<file path="src/capture_timer_cfg.svh">
`ifndef CAPTURE_TIMER_CFG_SVH
`define CAPTURE_TIMER_CFG_SVH
// ==========================================
// Register byte offsets
`define OFS_CHAN_SELECT 8'h00
`define OFS_NO_OVERWRITE 8'h04
`define OFS_SYSTEM_CTRL 8'h08
`define OFS_EDGE_CTRL 8'h0c
`define OFS_TIMER_CTRL 8'h10
`define OFS_TIMER_COUNT 8'h14
`define OFS_MOD_CTRL 8'h18
`define OFS_MOD_COUNT 8'h1c
`define OFS_STATUS 8'h20
`define OFS_CAPTURE_BASE 3'h2
`define OFS_HOLD_BASE 4'h6
`define OFS_ACC_BASE 4'h7
`define OFS_ACC_HOLD_BASE 4'h8
// ==========================================
// Field positions
`define SYS_LATCH_QUEUE_SELECT_BIT 0
`define SYS_SATURATE_BIT 1
`define SYS_PAIR_LO_BIT 2
`define SYS_PAIR_HI_BIT 3
`define TMR_ENABLE_BIT 0
`define TMR_PRESCALE_LSB 8
`define MOD_ENABLE_BIT 0
`define MOD_PERIODIC_BIT 1
`define MOD_LATCH_BIT 2
`define MOD_FORCE_BIT 3
`define MOD_PRESCALE_LSB 8
`define STATUS_ZERO_BIT 0
// ==========================================
// Reset values and answers
`define RESET_CTRL 16'h0000
`define RESET_EDGE 16'h5555
`define RESP_OKAY 2'b00
`define RESP_DECERR 2'b11
`endif

</file>
<file path="src/capture_timer_pkg.sv">
`default_nettype none
package capture_timer_pkg;
  // Edge selection for one capture input
  typedef enum logic [1:0] {EDGE_OFF, EDGE_RISE, EDGE_FALL, EDGE_ANY} edge_mode_t;
  typedef logic [15:0] word16_t;
  typedef logic [7:0] byte8_t;
endpackage
`default_nettype wire

</file>
<file path="src/capture_timer.sv">
// Contract
// - Eight channels; each captures when its select bit picks input capture.
// - Channels 4-7 have one capture register; 0-3 add a holding register.
// - Capture empty when read or moved; holding empty when read. Queue mode, no-overwrite set: copy to holding leaves capture full.
// - Valid edge stores main count; no-overwrite clear replaces stored value.
// - Unbuffered with no-overwrite set writes only an empty capture register.
// - Latch/queue select one gives latch mode, zero queue mode.
// - Latch mode copies capture to holding on modulus zero, zero write, force.
// - Latch mode, no-overwrite clear: latch overwrites holding unconditionally.
// - No-overwrite set: hardware writes capture or holding only when empty.
// - Queue mode, no-overwrite clear: old capture moves to holding, then new.
// - Queue mode holding read copies accumulator to its holding, clears it.
// - Four 8-bit accumulators with holding registers count channel edges.
// - Saturate bit stops accumulators at full value instead of wrapping.
// - Each accumulator pair can act as one 16-bit accumulator.
// - Accumulator latch mode moves value to holding and clears on latch events.
// - 16-bit modulus down-counter triggers transfers at zero; usable alone.
// - Modulus counter runs through a 4-bit prescaler.
// - 16-bit main counter, software writable, driven by 7-bit prescaler.
// - Software uses whole 16-bit word accesses for counter and captures.
// - Select bit zero means input capture; one turns capture off for that channel.
`timescale 1ns/1ps
`include "capture_timer_cfg.svh"
`default_nettype none
module capture_timer #(
  parameter int CHANNELS = 8,
  parameter int BUFFERED = 4
) (
  input wire logic core_clk,
  input wire logic reset_n,
  input wire logic [7:0] captureIn,
  input wire logic [7:0] s_axi_awaddr,
  input wire logic s_axi_awvalid,
  output logic s_axi_awready,
  input wire logic [31:0] s_axi_wdata,
  input wire logic [3:0] s_axi_wstrb,
  input wire logic s_axi_wvalid,
  output logic s_axi_wready,
  output logic [1:0] s_axi_bresp,
  output logic s_axi_bvalid,
  input wire logic s_axi_bready,
  input wire logic [7:0] s_axi_araddr,
  input wire logic s_axi_arvalid,
  output logic s_axi_arready,
  output logic [31:0] s_axi_rdata,
  output logic [1:0] s_axi_rresp,
  output logic s_axi_rvalid,
  input wire logic s_axi_rready
);

  // ==========================================
  // Elaboration check
  generate
    if (CHANNELS != 8 || BUFFERED != 4) begin : gBadSize
      $error("capture_timer serves exactly 8 channels with 4 buffered");
    end
  endgenerate

  // ==========================================
  // Helpers
  // Merge written bytes into a 16-bit register
  function automatic capture_timer_pkg::word16_t mergeWord(
    input capture_timer_pkg::word16_t old, input logic [31:0] data, input logic [3:0] strb);
    mergeWord = old;
    if (strb[0]) mergeWord[7:0] = data[7:0];
    if (strb[1]) mergeWord[15:8] = data[15:8];
  endfunction

  // Active edge test for one input
  function automatic logic edgeHit(input logic [1:0] mode, input logic prev, input logic now);
    case (capture_timer_pkg::edge_mode_t'(mode))
      capture_timer_pkg::EDGE_RISE: edgeHit = now & ~prev;
      capture_timer_pkg::EDGE_FALL: edgeHit = prev & ~now;
      capture_timer_pkg::EDGE_ANY: edgeHit = now ^ prev;
      default: edgeHit = 1'b0;
    endcase
  endfunction

  // ==========================================
  // Reset release
  logic rstMeta, rstSync;
  always_ff @(posedge core_clk or negedge reset_n) begin
    if (!reset_n) begin
      rstMeta <= 1'b0;
      rstSync <= 1'b0;
    end else begin
      rstMeta <= 1'b1;
      rstSync <= rstMeta;
    end
  end

  // ==========================================
  // Pin synchronisers and edge history
  logic [7:0] pinMeta, pinNow, pinPrev;
  always_ff @(posedge core_clk or negedge rstSync) begin
    if (!rstSync) begin
      pinMeta <= 8'h00;
      pinNow <= 8'h00;
      pinPrev <= 8'h00;
    end else begin
      pinMeta <= captureIn;
      pinNow <= pinMeta;
      pinPrev <= pinNow;
    end
  end

  // ==========================================
  // Control registers
  logic [7:0] chanSelect, noOverwrite;
  logic [15:0] systemCtrl, edgeCtrl, timerCtrl, modCtrl;
  logic latchQueue, saturate, timerEnable, modEnable;
  logic [1:0] pairEnable;
  logic [6:0] timerPrescale;
  logic [3:0] modPrescale;
  assign latchQueue = systemCtrl[`SYS_LATCH_QUEUE_SELECT_BIT];
  assign saturate = systemCtrl[`SYS_SATURATE_BIT];
  assign pairEnable = {systemCtrl[`SYS_PAIR_HI_BIT], systemCtrl[`SYS_PAIR_LO_BIT]};
  assign timerEnable = timerCtrl[`TMR_ENABLE_BIT];
  assign timerPrescale = timerCtrl[`TMR_PRESCALE_LSB +: 7];
  assign modEnable = modCtrl[`MOD_ENABLE_BIT];
  assign modPrescale = modCtrl[`MOD_PRESCALE_LSB +: 4];

  // ==========================================
  // Bus slave, write side
  logic awFull, wFull, doWrite;
  logic [7:0] wrAddr;
  logic [31:0] wrData;
  logic [3:0] wrStrb;
  assign doWrite = awFull & wFull & ~s_axi_bvalid;

  // Address and data taken in either order, answered after both
  always_ff @(posedge core_clk or negedge rstSync) begin
    if (!rstSync) begin
      awFull <= 1'b0;
      wFull <= 1'b0;
      wrAddr <= 8'h00;
      wrData <= 32'h0000_0000;
      wrStrb <= 4'h0;
      s_axi_awready <= 1'b0;
      s_axi_wready <= 1'b0;
      s_axi_bvalid <= 1'b0;
      s_axi_bresp <= `RESP_OKAY;
    end else begin
      if (s_axi_awvalid && s_axi_awready) begin
        awFull <= 1'b1;
        wrAddr <= s_axi_awaddr;
        s_axi_awready <= 1'b0;
      end else if (!awFull && !s_axi_bvalid) begin
        s_axi_awready <= 1'b1;
      end
      if (s_axi_wvalid && s_axi_wready) begin
        wFull <= 1'b1;
        wrData <= s_axi_wdata;
        wrStrb <= s_axi_wstrb;
        s_axi_wready <= 1'b0;
      end else if (!wFull && !s_axi_bvalid) begin
        s_axi_wready <= 1'b1;
      end
      if (doWrite) begin
        awFull <= 1'b0;
        wFull <= 1'b0;
        s_axi_bvalid <= 1'b1;
        s_axi_bresp <= (wrAddr <= `OFS_STATUS) ? `RESP_OKAY : `RESP_DECERR;
      end else if (s_axi_bvalid && s_axi_bready) begin
        s_axi_bvalid <= 1'b0;
      end
    end
  end

  // Decoded write strobes
  logic wrModCount, wrForce, wrZero;
  assign wrModCount = doWrite && wrAddr == `OFS_MOD_COUNT;
  assign wrForce = doWrite && wrAddr == `OFS_MOD_CTRL && wrStrb[0] && wrData[`MOD_FORCE_BIT];
  assign wrZero = wrModCount && wrStrb[1:0] == 2'b11 && wrData[15:0] == 16'h0000;

  // Configuration writes
  always_ff @(posedge core_clk or negedge rstSync) begin
    if (!rstSync) begin
      chanSelect <= 8'h00;
      noOverwrite <= 8'h00;
      systemCtrl <= `RESET_CTRL;
      edgeCtrl <= `RESET_EDGE;
      timerCtrl <= `RESET_CTRL;
      modCtrl <= `RESET_CTRL;
    end else if (doWrite) begin
      case (wrAddr)
        `OFS_CHAN_SELECT: if (wrStrb[0]) chanSelect <= wrData[7:0];
        `OFS_NO_OVERWRITE: if (wrStrb[0]) noOverwrite <= wrData[7:0];
        `OFS_SYSTEM_CTRL: systemCtrl <= mergeWord(systemCtrl, wrData, wrStrb);
        `OFS_EDGE_CTRL: edgeCtrl <= mergeWord(edgeCtrl, wrData, wrStrb);
        `OFS_TIMER_CTRL: timerCtrl <= mergeWord(timerCtrl, wrData, wrStrb);
        // Force bit is a one-shot and is never stored
        `OFS_MOD_CTRL: begin
          modCtrl <= mergeWord(modCtrl, wrData, wrStrb);
          modCtrl[`MOD_FORCE_BIT] <= 1'b0;
        end
        default: ;
      endcase
    end
  end

  // ==========================================
  // Main counter with 7-bit prescaler
  logic [6:0] timerDiv;
  logic [15:0] timerCount;
  always_ff @(posedge core_clk or negedge rstSync) begin
    if (!rstSync) begin
      timerDiv <= 7'h00;
      timerCount <= 16'h0000;
    end else begin
      if (doWrite && wrAddr == `OFS_TIMER_COUNT) begin
        timerCount <= mergeWord(timerCount, wrData, wrStrb);
      end else if (timerEnable && timerDiv == timerPrescale) begin
        timerCount <= timerCount + 16'h0001;
      end
      if (!timerEnable || timerDiv == timerPrescale) timerDiv <= 7'h00;
      else timerDiv <= timerDiv + 7'h01;
    end
  end

  // ==========================================
  // Modulus down-counter with 4-bit prescaler
  logic [3:0] modDiv;
  logic [15:0] modCount, modReload;
  logic modTick, modZero, zeroFlag, latchEvent;
  assign modTick = modEnable && modDiv == modPrescale;
  assign modZero = modTick && modCount == 16'h0001;
  // Transfer triggers: zero count, zero write, force
  assign latchEvent = (modZero && modCtrl[`MOD_LATCH_BIT]) || wrZero || wrForce;

  always_ff @(posedge core_clk or negedge rstSync) begin
    if (!rstSync) begin
      modDiv <= 4'h0;
      modCount <= 16'h0000;
      modReload <= 16'h0000;
    end else begin
      if (!modEnable || modTick) modDiv <= 4'h0;
      else modDiv <= modDiv + 4'h1;
      if (wrModCount) begin
        modReload <= mergeWord(modReload, wrData, wrStrb);
        modCount <= mergeWord(modCount, wrData, wrStrb);
      end else if (modZero) begin
        modCount <= modCtrl[`MOD_PERIODIC_BIT] ? modReload : 16'h0000;
      end else if (modTick && modCount != 16'h0000) begin
        modCount <= modCount - 16'h0001;
      end
    end
  end

  // Sticky zero flag for time-base use, one to clear, set wins
  always_ff @(posedge core_clk or negedge rstSync) begin
    if (!rstSync) zeroFlag <= 1'b0;
    else if (modZero) zeroFlag <= 1'b1;
    else if (doWrite && wrAddr == `OFS_STATUS && wrStrb[0] && wrData[`STATUS_ZERO_BIT])
      zeroFlag <= 1'b0;
  end

  // ==========================================
  // Bus slave, read side
  logic rdTake;
  logic [7:0] rdAddr;
  assign rdTake = s_axi_arvalid & s_axi_arready;
  assign rdAddr = s_axi_araddr;

  // ==========================================
  // Capture, holding and accumulator storage
  logic [15:0] capture [8];
  logic [15:0] hold [4];
  logic [7:0] acc [4];
  logic [7:0] accHold [4];
  logic [7:0] capFull;
  logic [3:0] holdFull;
  logic [15:0] next_capture [8];
  logic [15:0] next_hold [4];
  logic [7:0] next_acc [4];
  logic [7:0] next_accHold [4];
  logic [7:0] next_capFull;
  logic [3:0] next_holdFull;
  logic [7:0] edges;

  always_comb begin
    for (int i = 0; i < 8; i++) begin
      edges[i] = edgeHit(edgeCtrl[2*i +: 2], pinPrev[i], pinNow[i]);
    end
  end

  // Next state: reads empty first, then latches, captures and counts win
  always_comb begin
    logic [16:0] wide;
    wide = 17'h00000;
    next_capFull = capFull;
    next_holdFull = holdFull;
    for (int i = 0; i < 8; i++) next_capture[i] = capture[i];
    for (int i = 0; i < 4; i++) begin
      next_hold[i] = hold[i];
      next_acc[i] = acc[i];
      next_accHold[i] = accHold[i];
    end
    // Read side effects
    if (rdTake) begin
      if (rdAddr[7:5] == `OFS_CAPTURE_BASE) next_capFull[rdAddr[4:2]] = 1'b0;
      if (rdAddr[7:4] == `OFS_HOLD_BASE) begin
        next_holdFull[rdAddr[3:2]] = 1'b0;
        if (!latchQueue) begin
          next_accHold[rdAddr[3:2]] = acc[rdAddr[3:2]];
          next_acc[rdAddr[3:2]] = 8'h00;
        end
      end
    end
    // Latch mode transfers
    if (latchEvent && latchQueue) begin
      for (int i = 0; i < 4; i++) begin
        if (!noOverwrite[i] || !next_holdFull[i]) begin
          next_hold[i] = capture[i];
          next_holdFull[i] = 1'b1;
          next_capFull[i] = 1'b0;
        end
        next_accHold[i] = acc[i];
        next_acc[i] = 8'h00;
      end
    end
    // Captures on valid edges of input-capture channels
    for (int i = 0; i < 8; i++) begin
      if (edges[i] && !chanSelect[i]) begin
        if (i < 4 && !latchQueue) begin
          if (!noOverwrite[i]) begin
            next_hold[i] = next_capture[i];
            next_holdFull[i] = next_capFull[i];
            next_capture[i] = timerCount;
            next_capFull[i] = 1'b1;
          end else if (!next_capFull[i]) begin
            next_capture[i] = timerCount;
            next_capFull[i] = 1'b1;
          end else if (!next_holdFull[i]) begin
            next_hold[i] = next_capture[i];
            next_holdFull[i] = 1'b1;
          end
        end else if (!noOverwrite[i] || !next_capFull[i]) begin
          next_capture[i] = timerCount;
          next_capFull[i] = 1'b1;
        end
      end
    end
    // Accumulators count edges on channels 0-3, paired 1/0 and 3/2
    for (int p = 0; p < 2; p++) begin
      if (pairEnable[p]) begin
        if (edges[2*p+1]) begin
          wide = {1'b0, next_acc[2*p+1], next_acc[2*p]} + 17'h00001;
          if (!(saturate && wide[16])) begin
            next_acc[2*p+1] = wide[15:8];
            next_acc[2*p] = wide[7:0];
          end
        end
      end else begin
        for (int k = 0; k < 2; k++) begin
          if (edges[2*p+k] && !(saturate && next_acc[2*p+k] == 8'hff))
            next_acc[2*p+k] = next_acc[2*p+k] + 8'h01;
        end
      end
    end
  end

  // Storage registers
  always_ff @(posedge core_clk or negedge rstSync) begin
    if (!rstSync) begin
      capFull <= 8'h00;
      holdFull <= 4'h0;
      for (int i = 0; i < 8; i++) capture[i] <= 16'h0000;
      for (int i = 0; i < 4; i++) begin
        hold[i] <= 16'h0000;
        acc[i] <= 8'h00;
        accHold[i] <= 8'h00;
      end
    end else begin
      capFull <= next_capFull;
      holdFull <= next_holdFull;
      for (int i = 0; i < 8; i++) capture[i] <= next_capture[i];
      for (int i = 0; i < 4; i++) begin
        hold[i] <= next_hold[i];
        acc[i] <= next_acc[i];
        accHold[i] <= next_accHold[i];
      end
    end
  end

  // ==========================================
  // Read data selection
  logic [31:0] readData;
  logic readHit;
  always_comb begin
    readData = 32'h0000_0000;
    readHit = 1'b1;
    case (rdAddr)
      `OFS_CHAN_SELECT: readData[7:0] = chanSelect;
      `OFS_NO_OVERWRITE: readData[7:0] = noOverwrite;
      `OFS_SYSTEM_CTRL: readData[15:0] = systemCtrl;
      `OFS_EDGE_CTRL: readData[15:0] = edgeCtrl;
      `OFS_TIMER_CTRL: readData[15:0] = timerCtrl;
      `OFS_TIMER_COUNT: readData[15:0] = timerCount;
      `OFS_MOD_CTRL: readData[15:0] = modCtrl;
      `OFS_MOD_COUNT: readData[15:0] = modCount;
      `OFS_STATUS: readData = {16'h0000, capFull, holdFull, 3'h0, zeroFlag};
      default: begin
        if (rdAddr[1:0] != 2'b00) readHit = 1'b0;
        else if (rdAddr[7:5] == `OFS_CAPTURE_BASE) readData[15:0] = capture[rdAddr[4:2]];
        else if (rdAddr[7:4] == `OFS_HOLD_BASE) readData[15:0] = hold[rdAddr[3:2]];
        else if (rdAddr[7:4] == `OFS_ACC_BASE) readData[7:0] = acc[rdAddr[3:2]];
        else if (rdAddr[7:4] == `OFS_ACC_HOLD_BASE) readData[7:0] = accHold[rdAddr[3:2]];
        else readHit = 1'b0;
      end
    endcase
  end

  // One read at a time, data registered
  always_ff @(posedge core_clk or negedge rstSync) begin
    if (!rstSync) begin
      s_axi_arready <= 1'b0;
      s_axi_rvalid <= 1'b0;
      s_axi_rdata <= 32'h0000_0000;
      s_axi_rresp <= `RESP_OKAY;
    end else begin
      if (rdTake) begin
        s_axi_arready <= 1'b0;
        s_axi_rvalid <= 1'b1;
        s_axi_rdata <= readData;
        s_axi_rresp <= readHit ? `RESP_OKAY : `RESP_DECERR;
      end else if (s_axi_rvalid && s_axi_rready) begin
        s_axi_rvalid <= 1'b0;
        s_axi_arready <= 1'b1;
      end else if (!s_axi_rvalid) begin
        s_axi_arready <= 1'b1;
      end
    end
  end

endmodule
`default_nettype wire

</file>
<file path="config.mk">
export PLATFORM = sky130hd
export DESIGN_NAME = capture_timer
export DESIGN_NICKNAME = d
export VERILOG_FILES = /design/src/capture_timer_pkg.sv /design/src/capture_timer.sv
export VERILOG_INCLUDE_DIRS = /design/src
export SDC_FILE = /design/constraint.sdc
export NUM_CORES = 1
export LEC_CHECK = 0
export ABC_AREA = 1
export BUFFER_PORTS_ARGS = -buffer_cell sky130_fd_sc_hd__buf_2
export CORE_ASPECT_RATIO = 0.5
export CORE_MARGIN = 2
export CORE_UTILIZATION = 67
export CTS_CLUSTER_SIZE = 24
export DETAILED_ROUTE_END_ITERATION = 7
export PLACE_DENSITY = 0.91
export REMOVE_ABC_BUFFERS = 1
export SLEW_MARGIN = 25
export SYNTH_ARGS = -nofsm -noshare
export SYNTH_HDL_FRONTEND = slang
export SYNTH_SLANG_ARGS = --single-unit
export TNS_END_PERCENT = 1
</file>
<file path="constraint.sdc">
create_clock -name core_clk -period 45.5 [get_ports core_clk]
set_clock_uncertainty 0.2 [all_clocks]
set_input_delay 9.1 -clock core_clk [delete_from_list [all_inputs] [get_ports core_clk]]
set_output_delay 9.1 -clock core_clk [all_outputs]
set_load 0.01 [all_outputs]
</file>
==> impl_metrics.csv, run 1 <==
group,metric,value,unit
outcome,status,"complete, but fails checks",
outcome,failed_checks,"DRC",
timing,rsz0062_at_grt,"false",
clock_network,clock_path_buffers,3,
global_routing,grt_remaining_overflow,0,
global_routing,antenna_found_initial,0,
floorplan,die_x,274,microns
logic_synthesis,ys_types,65,
pwr,leakagePower,12.6,nW
logic_synthesis,synth_top_family_by_area,"simple AND/OR/NAND/NOR gates",
timing,timing_hold_violations_final,0,
worst_hold_path,min_path_type,"reg -> reg",
timing,drv_slew,0,
setup_path,criticalPathCategory,"in -> reg",
logic_synthesis,synth_simple_gate_area_share,21.0,%
logic_synthesis,synthTopCellsByArea,"dfrtp_1 (49%), nand2_1 (12%), o21ai_0 (8.2%)",
global_routing,use_met2,58.9,%
pwr,peakVddDrop,42.9,uV
global_routing,grt.busiest_layer,"met2",
logic_synthesis,synthArstFlopShare,100,%
logic_synthesis,muxShareOfSynthArea,1.14,%
floorplan,die_h,139,microns
timing,finalCriticalPeriod,12860,ps
placement,hpwlAfterDp,48900,microns
floorplan,rows,49,
finish,n_fill_cell,2440,
finish,layout_commonest_cell,"nand2_1",
pwr,power,0.00142,W
logic_synthesis,synth_area,0.0243,sq mm
logic_synthesis,yosys.area.top_type,"dfrtp_1",
drt,wl,74800,microns
finish,drive_gt1_share,9.75,%
setup_path,start_kind,"primary input",
logic_synthesis,yosys_register_bits,484,
finish,syn_to_final_growth,8.96,%
clock_network,numCtsBuffers,42,
clock_network,holdBufCountCts,0,
setup_path,cp_max_fo,36,
timing,setup_viol_count_final,0,
clock_network,postCtsSetupBuffers,0,
timing,timing.slew.headroom,26.3,%
logic_synthesis,synth_xor_area_share,1.26,%
drt,via_per_inst,6.51,
global_routing,grt_pass1_wl,118000,microns
setup_path,worstPathArrival,13170,ps
global_routing,track_usage,39.6,%
timing,fmax,0.0778,GHz
drt,drtPass1Iterations,8,
drt,wire_per_inst,21.2,microns
global_routing,grt_pass1_vias,21900,
logic_synthesis,synth_fa_ha_area_share,1.34,%
finish,seqCellArea,0.0121,sq mm
clock_network,cts_tree,"yes",
finish,layout.nets,3096,
logic_synthesis,synth.avg_cell_area,8.16,sq um
global_routing,grt_max_degree,80,
floorplan,initial_core_util,67.9,%
placement,gp_congestion,0.983,
logic_synthesis,ys_seq_area_share,49.8,%
timing,fin_crit_sh,28.3,%
timing,tns,0,ps
finish,multiInputGateArea,0.0105,sq mm
clock_network,insertion_delay,590,ps
drt,ant_nets,0,
placement,io_buffer_count,73,
pwr,cellPowerDensity,53.5,mW/mm^2
finish,antenna_cells,0,
drt,vias,22900,
drt,drc,9,
logic_synthesis,ys_warn_count,0,
clock_network,clk_pin_slew,70,ps
floorplan,io_pins,108,
logic_synthesis,netlist.area_leader.share,48.9,%
timing,worst_pin_slew,1100,ps
run,drv_cap,0,
logic_synthesis,synth-compound-area-share,18.0,%
logic_synthesis,syn_inst,2983,
setup_path,required,45810,ps
logic_synthesis,synth_enable_flop_cells,0,
clock_network,htree_levels,2,
setup_path,cp-end-kind,"flip-flop",
finish,final_cell_mix,"nand2_1 (775), dfrtp_1 (475), o21ai_0 (394)",
clock_network,root_buffer,"clkbuf_16",
global_routing,met1_usage,52.8,%
clock_network,cts_resized,0,
drt,drt_iter0_markers,3271,
floorplan,coreArea,0.0359,sq mm
logic_synthesis,synth_ff_type,"dfrtp_1",
global_routing,met3_usage,12.3,%
clock_network,clock_sinks,484,
floorplan,die_area,0.0380,sq mm
-- report_power, final --
| group | internal [W] | total (W) | switching [W] |
|---|---|---|---|
| Clock | 0.000220 | 0.000391 | 0.000171 |
| Sequential | 0.000546 | 0.000647 | 0.000101 |
| Combinational | 0.000119 | 0.000379 | 0.000261 |
-- logic make-up (layout without fill, tap and decap cells) --
logic type / after synthesis / after routing
multiplexers: 22 / 22
flip-flops: 484 / 484
other: 2 / 17
buffers and inverters: 449 / 488
AND/OR/NAND/NOR: 1211 / 1211
AO/OA/AOI/OAI: 754 / 754
adder cells (fa/ha/maj): 26 / 26
XOR/XNOR: 35 / 35
-- sequential cells by signal, summed over array words and instances (netlist names), 15 cells and up --
register,cells
acc,32
wrData,16
timerCount,16
accHold,32
timerCtrl,16
systemCtrl,16
s_axi_rdata,16
modCount,16
modReload,16
edgeCtrl,16
capture,128
hold,64
modCtrl,15
-- routing by layer --
layer	part of all wire (%)	up-vias
li1	-	9996
met1	37	10800
met2	43	1732
met3	14	412
met4	5.9	0
met5	0	-
-- stage by stage --
step	util [%]	instances	worst slack, ps	cell area [sq um]	hold slack [ps]
2_1_floorplan	-	2855	30830	23700	131
3_3_place_gp	69.6	3441	32470	25000	132
3_5_place_dp	69.6	3441	32360	25000	138
4_1_cts	73.8	3519	32940	26500	153
5_1_grt	74.0	3521	32510	26500	157
6_report	74.0	3521	32640	26500	150
-- final timing paths --
path,slack (ps),end,startpoint,cells after the start
min reg2reg,150,pinNow[4]$_DFF_PN0_,pinMeta[4]$_DFF_PN0_,0
max reg2reg,40990,acc[9]$_DFF_PN0_,wrData[3]$_DFFE_PN0P_,20
min in group asynchronous,210,timerDiv[4]$_DFF_PN0_,rstSync$_DFF_PN0_,0
max,32640,acc[25]$_DFF_PN0_,s_axi_araddr[3],21
min,150,pinNow[4]$_DFF_PN0_,pinMeta[4]$_DFF_PN0_,0
max in group asynchronous,36910,rstSync$_DFF_PN0_,reset_n,1
-- layout make-up --
type | count | area share, %
flip-flops and latches | 484 | 45.7
well taps | 484 | 2.28
clock inverters | 15 | 0.764
clock buffers | 63 | 4.87
inverters | 306 | 4.33
repair buffers | 104 | 2.43
multi-input cells | 2065 | 39.6
-- critical path, cell delays in order --
cell and delay (ps):
buf_2 150, inv_1 200, nand2_1 90, buf_4 290
inv_2 730, nand2_1 230, nor2_1 380, inv_2 170
nand2_1 330, nor2_1 150, ha_1 240, nand2_1 60
nand3b_1 180, nor2_4 70, nand2_1 60, nor2_1 50
nor2_2 250, nand2_1 150, nand2_1 140, nand2_1 80
nand2_1 60
-- cell usage after synthesis, types with 28 or more instances --
cell and number:
dfrtp_1 476, nor2_1 189, o21ai_1 28, a221oi_1 29, o21ai_0 397, a22oi_1 28, nand2_1 778, nand3_1 118
nand4_1 28, a21oi_1 100, xor2_1 28, o22ai_1 61, inv_1 278, clkbuf_1 98
Note: power is estimated with default switching activity, not from simulation.
==> inputs of run 2 (changes only) <==
--- a/config.mk
+++ b/config.mk
@@ -10,10 +10,10 @@
 export BUFFER_PORTS_ARGS = -buffer_cell sky130_fd_sc_hd__buf_2
 export CORE_ASPECT_RATIO = 0.5
 export CORE_MARGIN = 2
-export CORE_UTILIZATION = 67
+export CORE_UTILIZATION = 56
 export CTS_CLUSTER_SIZE = 24
 export DETAILED_ROUTE_END_ITERATION = 7
-export PLACE_DENSITY = 0.91
+export PLACE_DENSITY = 0.81
 export REMOVE_ABC_BUFFERS = 1
 export SLEW_MARGIN = 25
 export SYNTH_ARGS = -nofsm -noshare
==> constraint.sdc (replaced) <==
create_clock -name core_clk -period 10.7 [get_ports core_clk]
set_clock_uncertainty 0.2 [all_clocks]
set_input_delay 2.14 -clock core_clk [delete_from_list [all_inputs] [get_ports core_clk]]
set_output_delay 2.14 -clock core_clk [all_outputs]
set_load 0.01 [all_outputs]
==> run 2 against run 1 <==
The run still ends with DRC left; clock-buffer cell count fell by 7; sequential power rose to 4.2 times the previous value; register-to-register slack got worse by 35000 ps; worst setup slack got worse by 28000 ps; power rose to 4.2 times the previous value; global-route usage fell by 7.1 points; hold slack got worse by 130 ps; non-clock buffer count fell by 2; flip-flop and latch count did not move; combinational power rose to 4.2 times the previous value; critical path type unchanged; largest cell class unchanged.
==> impl_metrics.csv, run 2 (synthesized netlist as in run 1, its figures left out) <==
group,metric,value,unit
clock_network,postCtsSetupBuffers,0,
clock_network,htree_levels,2,
global_routing,met1_usage,43.9,%
clock_network,clk_pin_slew,70,ps
setup_path,path_cells,"buf_2, nor2_1, nand2_2, nor2_4, nand3_1, nand2_1, nor2_1, ha_1, nand2_1, nor2_1, nand4_1, nor2_4, nand4_2, nand2_1, nand2_1, nand3_1, nand2_1",
finish,final_cell_mix,"nand2_1 (774), dfrtp_1 (475), o21ai_0 (394)",
global_routing,grt_max_degree,180,
finish,layout.nets,3095,
pwr,power,0.00601,W
clock_network,cts_resized,0,
drt,wire_per_inst,20.3,microns
clock_network,root_buffer,"clkbuf_16",
finish,antenna_cells,0,
run,drv_cap,0,
placement,gp_congestion,0.937,
drt,vias,22200,
setup_path,crit_start,"s_axi_araddr[4]",
timing,worst_pin_slew,926,ps
drt,drc,4,
setup_path,required,10940,ps
outcome,failed_checks,"DRC",
finish,multiInputGateArea,0.0105,sq mm
finish,n_fill_cell,3583,
timing,tns,0,ps
clock_network,clock_sinks,484,
clock_network,insertion_delay,570,ps
timing,fmax,0.175,GHz
floorplan,initial_core_util,57.4,%
pwr,leakagePower,12.5,nW
setup_path,cpMaxStageDelayCell,"buf_2",
global_routing,met3_usage,8.59,%
floorplan,coreArea,0.0424,sq mm
timing,rsz0062_at_grt,"false",
timing,timing.slew.headroom,38.3,%
drt,drtPass1Iterations,8,
finish,seqCellArea,0.0121,sq mm
setup_path,ff2ff_setup_slack,6170,ps
placement,dp_cells,3533,
setup_path,r2r_end,"acc[14]$_DFF_PN0_",
timing,drv_slew,0,
setup_path,cpPeakStageDelay,560,ps
global_routing,use_met2,49.9,%
setup_path,criticalPathCategory,"in -> reg",
worst_hold_path,min_path_type,"reg -> async",
floorplan,die_x,299,microns
clock_network,holdBufCountCts,0,
floorplan,die_area,0.0453,sq mm
finish,largest_register_ffs,128,
floorplan,rows,53,
global_routing,grt_pass1_vias,21000,
global_routing,antenna_found_initial,3,
floorplan,die_h,151,microns
timing,finalCriticalPeriod,5700,ps
drt,drt_iter0_markers,3091,
setup_path,start_kind,"primary input",
setup_path,cp-end-kind,"flip-flop",
setup_path,worst-r2r-cell-count,20,
global_routing,grt.busiest_layer,"met2",
finish,drive_gt1_share,9.79,%
drt,wl,73400,microns
timing,fin_crit_sh,53.3,%
finish,layout_commonest_cell,"nand2_1",
clock_network,cts_tree,"yes",
global_routing,track_usage,32.5,%
timing,timing_hold_violations_final,0,
drt,ant_nets,0,
finish,top_register,"capture",
finish,syn_to_final_growth,9.35,%
floorplan,io_pins,108,
finish,layoutNonFillerInstCount,3612,
setup_path,cp_max_fo,23,
pwr,peakVddDrop,148,uV
setup_path,cp_common_cell,"nand2_1",
pwr,cellPowerDensity,226,mW/mm^2
drt,via_per_inst,6.16,
placement,io_buffer_count,73,
setup_path,worstPathArrival,5940,ps
clock_network,numCtsBuffers,43,
timing,whs,19.1,ps
clock_network,clock_path_buffers,3,
global_routing,grt_remaining_overflow,0,
timing,setup_viol_count_final,0,
finish,largestRegisters,"capture x128, hold x64",
outcome,status,"complete, but fails checks",
placement,hpwlAfterDp,49000,microns
setup_path,timing.rr.start,"wrData[3]$_DFFE_PN0P_",
global_routing,grt_pass1_wl,115000,microns
==> run 2: cell types whose count changed in the layout (fill, tap and decap cells not counted), moves of 2 or more <==
cell,change
bufinv_16,+2
clkinv_8,-2
clkbuf_8,-5
clkinv_2,+3
inv_6,+4
clkbuf_1,-2
==> run 2: worst max-delay path, delay by kind of cell <==
kind	cells	cell delay [ps]
adder cells (fa/ha/maj)	1	210
buffers and inverters	1	560
AND/OR/NAND/NOR	15	3000
==> run 2: routing by layer <==
metal	vias up	wire [microns]
met5	-	32
met4	4	3470
li1	9964	-
met3	263	9080
met1	10600	29200
met2	1403	31600
==> run 2: where the power goes <==
part           internal [W]  switching (W)  total (W)  leakage (nW)
clock              0.000952       0.000733    0.00168         0.746
combinational      0.000504        0.00108    0.00159          5.54
sequential          0.00232       0.000418    0.00274          6.26
total               0.00378        0.00223    0.00601          12.5
==> run 2: per-stage QoR <==
step                utilization, %  cell area (sq um)  setup slack [ps]
detailed placement            59.1              25100              4580
global route                  62.7              26600              4730
finish                        62.7              26600              5000
CTS                           62.6              26600              5160
global placement              59.1              25100              4640
floorplan                        -              23700             -3970
==> run 2: final cells by class <==
type	instances	area share, %
timing repair buffer	102	2.33
tap	577	2.71
sequential	484	45.5
clock buffer	56	4.56
multi-input combinational	2065	39.5
clock inverter	22	1.06
inverter	306	4.31
==> run 2: worst max path at each step <==
stage / endpoint / slack [ps] / cells past startpoint
final: acc[26]$_DFF_PN0_ / 5000 / 17
after CTS: acc[26]$_DFF_PN0_ / 5160 / 17
after floorplan: accHold[0]$_DFFE_PN0P_ / -3970 / 0
after global routing: acc[28]$_DFF_PN0_ / 4730 / 17
after detailed placement: acc[26]$_DFF_PN0_ / 4580 / 17
after global placement: acc[30]$_DFF_PN0_ / 4640 / 17
